==> config.mk <==
export PLATFORM = sky130hd
export DESIGN_NAME = rf_tx_timing_modulation_cfg
export DESIGN_NICKNAME = d
export VERILOG_FILES = /design/src/pkg/rf_tx_timing_pkg.sv /design/src/pkg/guard_wait_if.sv /design/src/rtl/guard_wait_timer.sv /design/src/rtl/rf_tx_timing_modulation_cfg.sv
export SDC_FILE = /design/constraint.sdc
export NUM_CORES = 1
export LEC_CHECK = 0
export BUFFER_PORTS_ARGS = -buffer_cell sky130_fd_sc_hd__buf_4
export CAP_MARGIN = 10
export CORE_AREA = 10 10 103 105
export DETAILED_ROUTE_END_ITERATION = 6
export DIE_AREA = 0 0 113 115
export GPL_TIMING_DRIVEN = 0
export PLACE_DENSITY = 0.88
export SYNTH_ARGS = -nofsm -noshare
export SYNTH_HDL_FRONTEND = slang
export SYNTH_HIERARCHICAL = 1
export SYNTH_SLANG_ARGS = --single-unit
==> constraint.sdc <==
create_clock -name clock -period 10.9 [get_ports clock]
set_clock_uncertainty 0.15 [all_clocks]
set_input_delay 2.18 -clock clock [delete_from_list [all_inputs] [get_ports clock]]
set_output_delay 2.18 -clock clock [all_outputs]
set_load 0.01 [all_outputs]
==> src/pkg/rf_tx_timing_pkg.sv <==
// Overview of operation
// Pulse lasts width value plus one carriers
// Pulse is cut at end of bit
// Pulse start follows pulse position type
// Width applies in Miller mode, incl. symbols
// Symbol 1 burst length from bits 6:4
// Symbol 0 burst length from bits 2:0
// Burst is unmodulated, level from control input
// Guard wait starts at send or receive end
// Unit bit 0: 16 carrier cycles
// Unit bit 1: half bit period
// Eleven-bit wait: high bits 5:3, low byte
// Wait is least spacing before next send
// Type B stop bit and extra guard code
// Transmit held until guard wait counted down
package rf_tx_timing_pkg;

	// Register offsets
	localparam logic [7:0] ADDR_PULSE_WIDTH  = 8'h2f;
	localparam logic [7:0] ADDR_BURST_LENGTH = 8'h30;
	localparam logic [7:0] ADDR_WAIT_CONTROL = 8'h31;
	localparam logic [7:0] ADDR_WAIT_LOW     = 8'h32;

	// Values after reset
	localparam logic [7:0] RESET_PULSE_WIDTH  = 8'h00;
	localparam logic [7:0] RESET_BURST_LENGTH = 8'h00;
	localparam logic [7:0] RESET_WAIT_CONTROL = 8'hc0;
	localparam logic [7:0] RESET_WAIT_LOW     = 8'h00;

	// Field positions
	localparam int WAIT_ORIGIN_BIT = 7;
	localparam int WAIT_UNIT_BIT   = 6;
	localparam int WAIT_HIGH_MSB   = 5;
	localparam int WAIT_HIGH_LSB   = 3;
	localparam int STOP_CODE_MSB   = 2;
	localparam int SYM1_MSB        = 6;
	localparam int SYM1_LSB        = 4;
	localparam int SYM0_MSB        = 2;

	// Reserved bits of the burst length register read as zero
	localparam logic [7:0] BURST_WRITE_MASK = 8'h77;

	// Cycle counts in carrier ticks
	localparam logic [7:0] CARRIERS_PER_BIT_BASE = 8'h80;
	localparam logic [7:0] GUARD_UNIT_CARRIERS   = 8'h10;

	// Burst length in bits for a 3-bit code
	function automatic logic [8:0] burst_bits(input logic [2:0] code);
		case (code)
			3'h0:    burst_bits = 9'h008;
			3'h1:    burst_bits = 9'h010;
			3'h2:    burst_bits = 9'h020;
			3'h3:    burst_bits = 9'h030;
			3'h4:    burst_bits = 9'h040;
			3'h5:    burst_bits = 9'h060;
			3'h6:    burst_bits = 9'h080;
			default: burst_bits = 9'h100;
		endcase
	endfunction

endpackage

==> src/pkg/guard_wait_if.sv <==
`timescale 1ns/1ps
// Link between the configuration block and its guard wait counter
interface guard_wait_if;
	logic        load;
	logic [10:0] count;
	logic        unitTick;
	logic        busy;
	logic [10:0] remaining;

	modport ctrl  (output load, output count, output unitTick, input busy, input remaining);
	modport timer (input load, input count, input unitTick, output busy, output remaining);
endinterface

==> src/rtl/guard_wait_timer.sv <==
`timescale 1ns/1ps
module guard_wait_timer
	import rf_tx_timing_pkg::*;
(
	input  wire logic   clock,
	input  wire logic   reset_n,
	guard_wait_if.timer gw
);

	logic        busy;
	logic        next_busy;
	logic [10:0] remaining;
	logic [10:0] next_remaining;

	// Load the wait, then count one down per unit tick
	always_comb begin
		next_busy = busy;
		next_remaining = remaining;
		if (gw.load) begin
			next_remaining = gw.count;
			next_busy = (gw.count != 11'h000);
		end else if (busy && gw.unitTick) begin
			next_remaining = remaining - 11'h001;
			next_busy = (remaining != 11'h001);
		end
	end

	always_ff @(posedge clock) begin
		if (!reset_n) begin
			busy <= 1'b0;
			remaining <= 11'h000;
		end else begin
			busy <= next_busy;
			remaining <= next_remaining;
		end
	end

	assign gw.busy = busy;
	assign gw.remaining = remaining;

endmodule

==> src/rtl/rf_tx_timing_modulation_cfg.sv <==
`timescale 1ns/1ps
module rf_tx_timing_modulation_cfg
	import rf_tx_timing_pkg::*;
(
	input  wire logic       clock,
	input  wire logic       reset_n,
	input  wire logic [7:0] address,
	input  wire logic [7:0] writeData,
	input  wire logic       writeStrobe,
	input  wire logic       readStrobe,
	output logic      [7:0] readData,
	input  wire logic       carrierTick,
	input  wire logic       txActive,
	input  wire logic       pulseModEnable,
	input  wire logic       millerMode,
	input  wire logic       pulseBit,
	input  wire logic       symbolPulse,
	input  wire logic       pulsePositionType,
	input  wire logic [2:0] bitRateFrequency,
	input  wire logic       burstRequest,
	input  wire logic       burstSymbol,
	input  wire logic       burstLevelControl,
	input  wire logic       typeBFraming,
	input  wire logic       txEnd,
	input  wire logic       rxEnd,
	input  wire logic       txRequest,
	output logic            modOut,
	output logic            bitStart,
	output logic            burstActive,
	output logic            burstLevel,
	output logic            guardWaitBusy,
	output logic            txGrant,
	output logic            stopBit,
	output logic      [2:0] egtCount
);

	guard_wait_if gw ();

	logic [7:0]  pulseWidth;
	logic [7:0]  burstLength;
	logic [7:0]  waitControl;
	logic [7:0]  waitLow;
	logic [7:0]  next_pulseWidth;
	logic [7:0]  next_burstLength;
	logic [7:0]  next_waitControl;
	logic [7:0]  next_waitLow;
	logic [7:0]  next_readData;
	logic [7:0]  carrierInBit;
	logic [7:0]  next_carrierInBit;
	logic [8:0]  pulseLeft;
	logic [8:0]  next_pulseLeft;
	logic        next_modOut;
	logic        next_bitStart;
	logic [8:0]  burstBitsLeft;
	logic [8:0]  next_burstBitsLeft;
	logic        next_burstActive;
	logic        next_burstLevel;
	logic [7:0]  unitCount;
	logic [7:0]  next_unitCount;
	logic        next_txGrant;
	logic        next_stopBit;
	logic [2:0]  next_egtCount;
	logic [7:0]  bitPeriod;
	logic [7:0]  halfBit;
	logic [7:0]  lastIdx;
	logic [7:0]  startPos;
	logic [7:0]  unitTarget;
	logic        bitEdge;
	logic        wantPulse;
	logic        startHit;
	logic        waitStart;
	logic [2:0]  stopCode;

	// Register writes and registered read data
	always_comb begin
		next_pulseWidth = pulseWidth;
		next_burstLength = burstLength;
		next_waitControl = waitControl;
		next_waitLow = waitLow;
		next_readData = 8'h00;
		if (writeStrobe) begin
			case (address)
				ADDR_PULSE_WIDTH:  next_pulseWidth = writeData;
				ADDR_BURST_LENGTH: next_burstLength = writeData & BURST_WRITE_MASK;
				ADDR_WAIT_CONTROL: next_waitControl = writeData;
				ADDR_WAIT_LOW:     next_waitLow = writeData;
				default:           next_waitLow = waitLow;
			endcase
		end
		if (readStrobe) begin
			case (address)
				ADDR_PULSE_WIDTH:  next_readData = pulseWidth;
				ADDR_BURST_LENGTH: next_readData = burstLength;
				ADDR_WAIT_CONTROL: next_readData = waitControl;
				ADDR_WAIT_LOW:     next_readData = waitLow;
				default:           next_readData = 8'h00;
			endcase
		end
	end

	always_ff @(posedge clock) begin
		if (!reset_n) begin
			pulseWidth <= RESET_PULSE_WIDTH;
			burstLength <= RESET_BURST_LENGTH;
			waitControl <= RESET_WAIT_CONTROL;
			waitLow <= RESET_WAIT_LOW;
			readData <= 8'h00;
		end else begin
			pulseWidth <= next_pulseWidth;
			burstLength <= next_burstLength;
			waitControl <= next_waitControl;
			waitLow <= next_waitLow;
			readData <= next_readData;
		end
	end

	// Bit grid in carrier ticks, derived from the bit rate setting
	always_comb begin
		bitPeriod = CARRIERS_PER_BIT_BASE >> bitRateFrequency;
		halfBit = (bitPeriod == 8'h01) ? 8'h01 : (bitPeriod >> 1);
		lastIdx = bitPeriod - 8'h01;
		startPos = pulsePositionType ? halfBit : 8'h00;
		bitEdge = carrierTick && txActive && (carrierInBit == lastIdx);
		wantPulse = millerMode && ((pulseModEnable && pulseBit) || symbolPulse);
		startHit = carrierTick && txActive && wantPulse && (carrierInBit == startPos);
	end

	// Pulse counter: width plus one carriers, cut at the bit boundary
	always_comb begin
		next_carrierInBit = carrierInBit;
		next_pulseLeft = pulseLeft;
		if (!txActive) begin
			next_carrierInBit = 8'h00;
			next_pulseLeft = 9'h000;
		end else if (carrierTick) begin
			next_carrierInBit = bitEdge ? 8'h00 : carrierInBit + 8'h01;
			if (startHit) begin
				next_pulseLeft = {1'b0, pulseWidth} + 9'h001;
			end else if (bitEdge) begin
				next_pulseLeft = 9'h000;
			end else if (pulseLeft != 9'h000) begin
				next_pulseLeft = pulseLeft - 9'h001;
			end
		end
		next_modOut = (next_pulseLeft != 9'h000);
		next_bitStart = bitEdge;
	end

	always_ff @(posedge clock) begin
		if (!reset_n) begin
			carrierInBit <= 8'h00;
			pulseLeft <= 9'h000;
			modOut <= 1'b0;
			bitStart <= 1'b0;
		end else begin
			carrierInBit <= next_carrierInBit;
			pulseLeft <= next_pulseLeft;
			modOut <= next_modOut;
			bitStart <= next_bitStart;
		end
	end

	// Burst of unmodulated subcarrier, counted in bits
	always_comb begin
		next_burstBitsLeft = burstBitsLeft;
		if (burstRequest) begin
			if (burstSymbol) begin
				next_burstBitsLeft = burst_bits(burstLength[SYM1_MSB:SYM1_LSB]);
			end else begin
				next_burstBitsLeft = burst_bits(burstLength[SYM0_MSB:0]);
			end
		end else if (bitEdge && (burstBitsLeft != 9'h000)) begin
			next_burstBitsLeft = burstBitsLeft - 9'h001;
		end
		next_burstActive = (next_burstBitsLeft != 9'h000);
		next_burstLevel = burstLevelControl;
	end

	always_ff @(posedge clock) begin
		if (!reset_n) begin
			burstBitsLeft <= 9'h000;
			burstActive <= 1'b0;
			burstLevel <= 1'b0;
		end else begin
			burstBitsLeft <= next_burstBitsLeft;
			burstActive <= next_burstActive;
			burstLevel <= next_burstLevel;
		end
	end

	// Guard wait start, time unit and transmit gate
	always_comb begin
		waitStart = waitControl[WAIT_ORIGIN_BIT] ? rxEnd : txEnd;
		unitTarget = waitControl[WAIT_UNIT_BIT] ? halfBit : GUARD_UNIT_CARRIERS;
		gw.load = waitStart;
		gw.count = {waitControl[WAIT_HIGH_MSB:WAIT_HIGH_LSB], waitLow};
		gw.unitTick = carrierTick && (unitCount == unitTarget - 8'h01);
		next_unitCount = unitCount;
		if (waitStart || gw.unitTick) begin
			next_unitCount = 8'h00;
		end else if (carrierTick) begin
			next_unitCount = unitCount + 8'h01;
		end
		next_txGrant = txRequest && !gw.busy && !waitStart;
		stopCode = waitControl[STOP_CODE_MSB:0];
		next_stopBit = typeBFraming && (stopCode != 3'h0);
		next_egtCount = (typeBFraming && (stopCode > 3'h1)) ? stopCode - 3'h1 : 3'h0;
	end

	always_ff @(posedge clock) begin
		if (!reset_n) begin
			unitCount <= 8'h00;
			txGrant <= 1'b0;
			stopBit <= 1'b0;
			egtCount <= 3'h0;
		end else begin
			unitCount <= next_unitCount;
			txGrant <= next_txGrant;
			stopBit <= next_stopBit;
			egtCount <= next_egtCount;
		end
	end

	guard_wait_timer u_timer (
		.clock   (clock),
		.reset_n (reset_n),
		.gw      (gw.timer)
	);

	assign guardWaitBusy = gw.busy;
endmodule

==> impl_metrics.csv <==
group,metric,value,unit
logic_synthesis,synth_top_area_frac,0.349,
clock_network,cts_buffer_depth,2,
sta,slew_violations,0,
sta,rsz0062_at_grt,"false",
floorplan,core-area,0.00855,mm²
drt,wire_per_inst,16.4,µm
clock_network,clkTransAtPathRegs,0.10,ns
critical_path,ff2ff_path_depth,9,
cells_and_area,n_antenna_cell,0,
floorplan,die_h,115,µm
critical_path,crit_path_end_kind,"register",
place,io_buffers,51,
outcome,violations,"DRC",
clock_network,cts_setup_buffers,0,
pwr,vdd_drop_max,0.0000832,V
sta,finalCriticalPeriod,6.47,ns
global_routing,grt_pass1_vias,5101,
sta,slew_headroom,0.252,
global_routing,grt_start_max_net_pins,18,
critical_path,crit_fanout,14,
drt,routed-via-count,5285,
global_routing,grt_pass1_wl,23400,µm
clock_network,ctsHoldBuffers,0,
sta,finalCritPeriodShare,0.594,
outcome,status,"complete, but fails checks",
critical_path,path_delay_family,"simple AND/OR/NAND/NOR gates",
floorplan,die_x,113,µm
logic_synthesis,yosys_warnings,6,
logic_synthesis,syn_avg_cell_area,7.99,µm²
cells_and_area,drive_above_1_share,0.137,
drt,drtAntennaViolNets,0,
floorplan,die_area,0.0130,mm²
place,place_ws,4.13,ns
critical_path,critPathBufInv,1,
clock_network,cts_buffers,9,
critical_path,crit_arrival,6.60,ns
logic_synthesis,synthCells,668,
place,dpl.hpwl,10300,µm
cells_and_area,design_area,0.00605,mm²
min_path,hold_class,"reg -> reg",
cells_and_area,layout-area-overhead-vs-synth,13.3,%
drt,viasPerCell,6.27,
critical_path,rr_endpoint,"u_timer/gw.remaining[4]$_SDFFE_PN0P_",
floorplan,rows,34,
critical_path,r2r_slack,6.59,ns
sta,worst_pin_slew,1.11,ns
logic_synthesis,synth_area,0.00534,mm²
pwr,cellPowerDensity,116,mW/mm²
cells_and_area,final_cells,843,
critical_path,path_cells,"buf_4 > nor2b_1 > nand2_1 > ha_1 > nor2b_1 > nor2_1 > nand3_1 > ha_1 > xnor2_1 > or4_1 > nor4_2 > nand3_1 > or4_2 > a311oi_1",
logic_synthesis,synth_area_leader_cell,"dfxtp_1",
drt,drt_iter0_drc,536,
min_path,min_from,"waitControl[1]$_SDFFE_PN0P_",
drt,drc_errors,28,
logic_synthesis,synth_edf_count,0,
critical_path,cp_slowest_cell,"nor4_2",
critical_path,reg2reg_from,"waitControl[6]$_SDFFE_PN1P_",
place,dp.cells,827,
critical_path,slowest_delay,0.92,ns
critical_path,crit_cells,14,
logic_synthesis,syn-num-nets,718,
critical_path,crit_required,11.03,ns
clock_network,clk_latency,0.36,ns
critical_path,critPathKind,"in -> reg",
clock_network,cts_tree,"done",
floorplan,ios,55,
cells_and_area,nets,780,
sta,setup_ws,4.43,ns
logic_synthesis,seq_area_frac_synth,0.349,
critical_path,startpoint,"bitRateFrequency[2]",
clock_network,cts-resized-gates,0,
sta,finalSetupViolCount,0,
logic_synthesis,synthArstFlopShare,0,
sta,holdWs,0.341,ns
cells_and_area,final.fill_count,669,
place,gp_congestion,0.920,
logic_synthesis,ys_types,74,
logic_synthesis,synth-main-ff-cell,"dfxtp_1",
critical_path,start_kind,"input pin",
min_path,hold_path_end,"waitControl[1]$_SDFFE_PN0P_",
global_routing,grt_antenna_before_repair,0,
logic_synthesis,synth-seq-cells,93,
sta,setup-tns-final,0,ns
drt,firstDrtPassIters,7,
sta,hold_violations,0,
drt,wl,13900,µm
global_routing,grt_overflow_total,0,
clock_network,htree_levels,3,
job,maxCapViolCount,0,
floorplan,start_util,0.624,
global_routing,gr-usage-all-layers,0.208,
min_path,hold_path_depth,2,
clock_network,cts_sinks,93,
logic_synthesis,ys_top_cells_by_area,"dfxtp_1 35%, nand2_1 5.7%, a21oi_1 4.5%, xnor2_1 4.1%, nand3_1 3.7%",
sta,max_freq,155,MHz
pwr,p_leak,2.19,nW
place,place_area,0.00586,mm²
clock_network,root_buffer,"clkbuf_8",
-- where the power goes --
part	internal, mW	switching (mW)
Combinational	0.0537	0.0693
Sequential	0.348	0.00858
Clock	0.0927	0.128
Total	0.495	0.206
-- worst max-delay path by stage --
stage | endpoint | slack, ns
floorplan | u_timer/gw.remaining[4]$_SDFFE_PN0P_ | 4.86
global placement | u_timer/gw.remaining[4]$_SDFFE_PN0P_ | 4.22
detailed placement | u_timer/gw.remaining[4]$_SDFFE_PN0P_ | 4.13
CTS | u_timer/gw.remaining[4]$_SDFFE_PN0P_ | 4.48
global route | u_timer/gw.remaining[4]$_SDFFE_PN0P_ | 4.12
finish | u_timer/gw.remaining[4]$_SDFFE_PN0P_ | 4.43
-- worst min-delay path, stage by stage, from the launching register on --
cell,delay [ns]
dfxtp_1,0.34
nand2_1,0.06
a21oi_1,0.05
-- routing by layer --
metal,global-route usage,wire [µm],up-vias
met5,0,0,-
met4,0.0677,310,0
met3,0.0516,1140,37
met2,0.352,6500,244
met1,0.255,5920,2441
li1,-,-,2563
-- placed cells by master, fill, tap and decap left out, types with 5 or more instances in the layout --
cell type / synthesis / layout
a31oi_1: 16 / 16
nor2b_1: 8 / 8
o21ai_0: 25 / 25
o31ai_1: 9 / 9
xor2_1: 15 / 15
or4_1: 7 / 7
nor4_1: 10 / 10
and2_1: 9 / 9
nand4_1: 12 / 12
dfxtp_1: 93 / 93
nor2_1: 43 / 43
inv_1: 23 / 23
nand3_1: 39 / 39
and3_1: 6 / 6
a21oi_1: 48 / 48
nand2b_1: 8 / 8
buf_6: 8 / 8
nor4b_1: 5 / 5
xnor2_1: 25 / 25
a222oi_1: 9 / 9
clkbuf_8: 0 / 10
ha_1: 13 / 13
buf_4: 2 / 53
nand2_1: 81 / 81
nor3_1: 32 / 32
clkbuf_1: 32 / 32
-- cells in the mapped netlist, types with 3 or more instances --
library cell and number:
a31oi_1 16, buf_6 8, nand2_1 81, nand3_1 39
and2_1 9, nand4_1 12, and4_1 4, and3_1 6
or2_2 3, xor2_1 15, nand4b_1 4, mux2i_1 3
or4_1 7, a41oi_1 3, nor3_1 32, o32ai_1 3
nand2b_1 8, nor2_1 43, a222oi_1 9, nor3b_1 4
ha_1 13, xnor2_1 25, a211oi_1 4, dfxtp_1 93
o21ai_0 25, inv_1 23, nor4_1 10, nor2b_1 8
a22o_1 3, o211a_1 4, a21oi_1 48, buf_2 4
o31ai_1 9, or3_1 4, nor4b_1 5, clkbuf_1 32
-- layout make-up --
| class | instances | area [µm²] | area share |
|---|---|---|---|
| plain buffers | 46 | 245 | 0.0406 |
| flip-flops and latches | 93 | 1860 | 0.308 |
| clock inverters | 6 | 52.6 | 0.00869 |
| multi-input cells | 504 | 3140 | 0.519 |
| well taps | 108 | 135 | 0.0224 |
| clock buffers | 10 | 138 | 0.0228 |
| repair buffers | 51 | 383 | 0.0633 |
| inverters | 25 | 95.1 | 0.0157 |
-- state kept, by name (all words and copies together) (netlist names), 3 cells and up --
name                  count
egtCount                  3
burstLength               6
pulseWidth                8
pulseLeft                 9
waitLow                   8
burstBitsLeft             9
carrierInBit              8
waitControl               8
readData                  8
u_timer/gw.remaining     11
unitCount                 8
-- per-stage QoR --
step | util | power, mW
6_report | 0.707 | 0.700
5_1_grt | 0.707 | 0.731
4_1_cts | 0.707 | 0.700
3_5_place_dp | 0.685 | 0.484
3_3_place_gp | 0.685 | 0.479
2_1_floorplan | - | 0.447
-- cell families after synthesis --
kind of cell / synth area share
AOI/OAI and AO/OA: 0.187
xor gates and xnor gates: 0.0656
adders and majority gates: 0.0305
buffers and inverters: 0.0638
DFF: 0.349
muxes: 0.00774
and+or+nand+nor: 0.297
(Power assumes the default switching activity.)
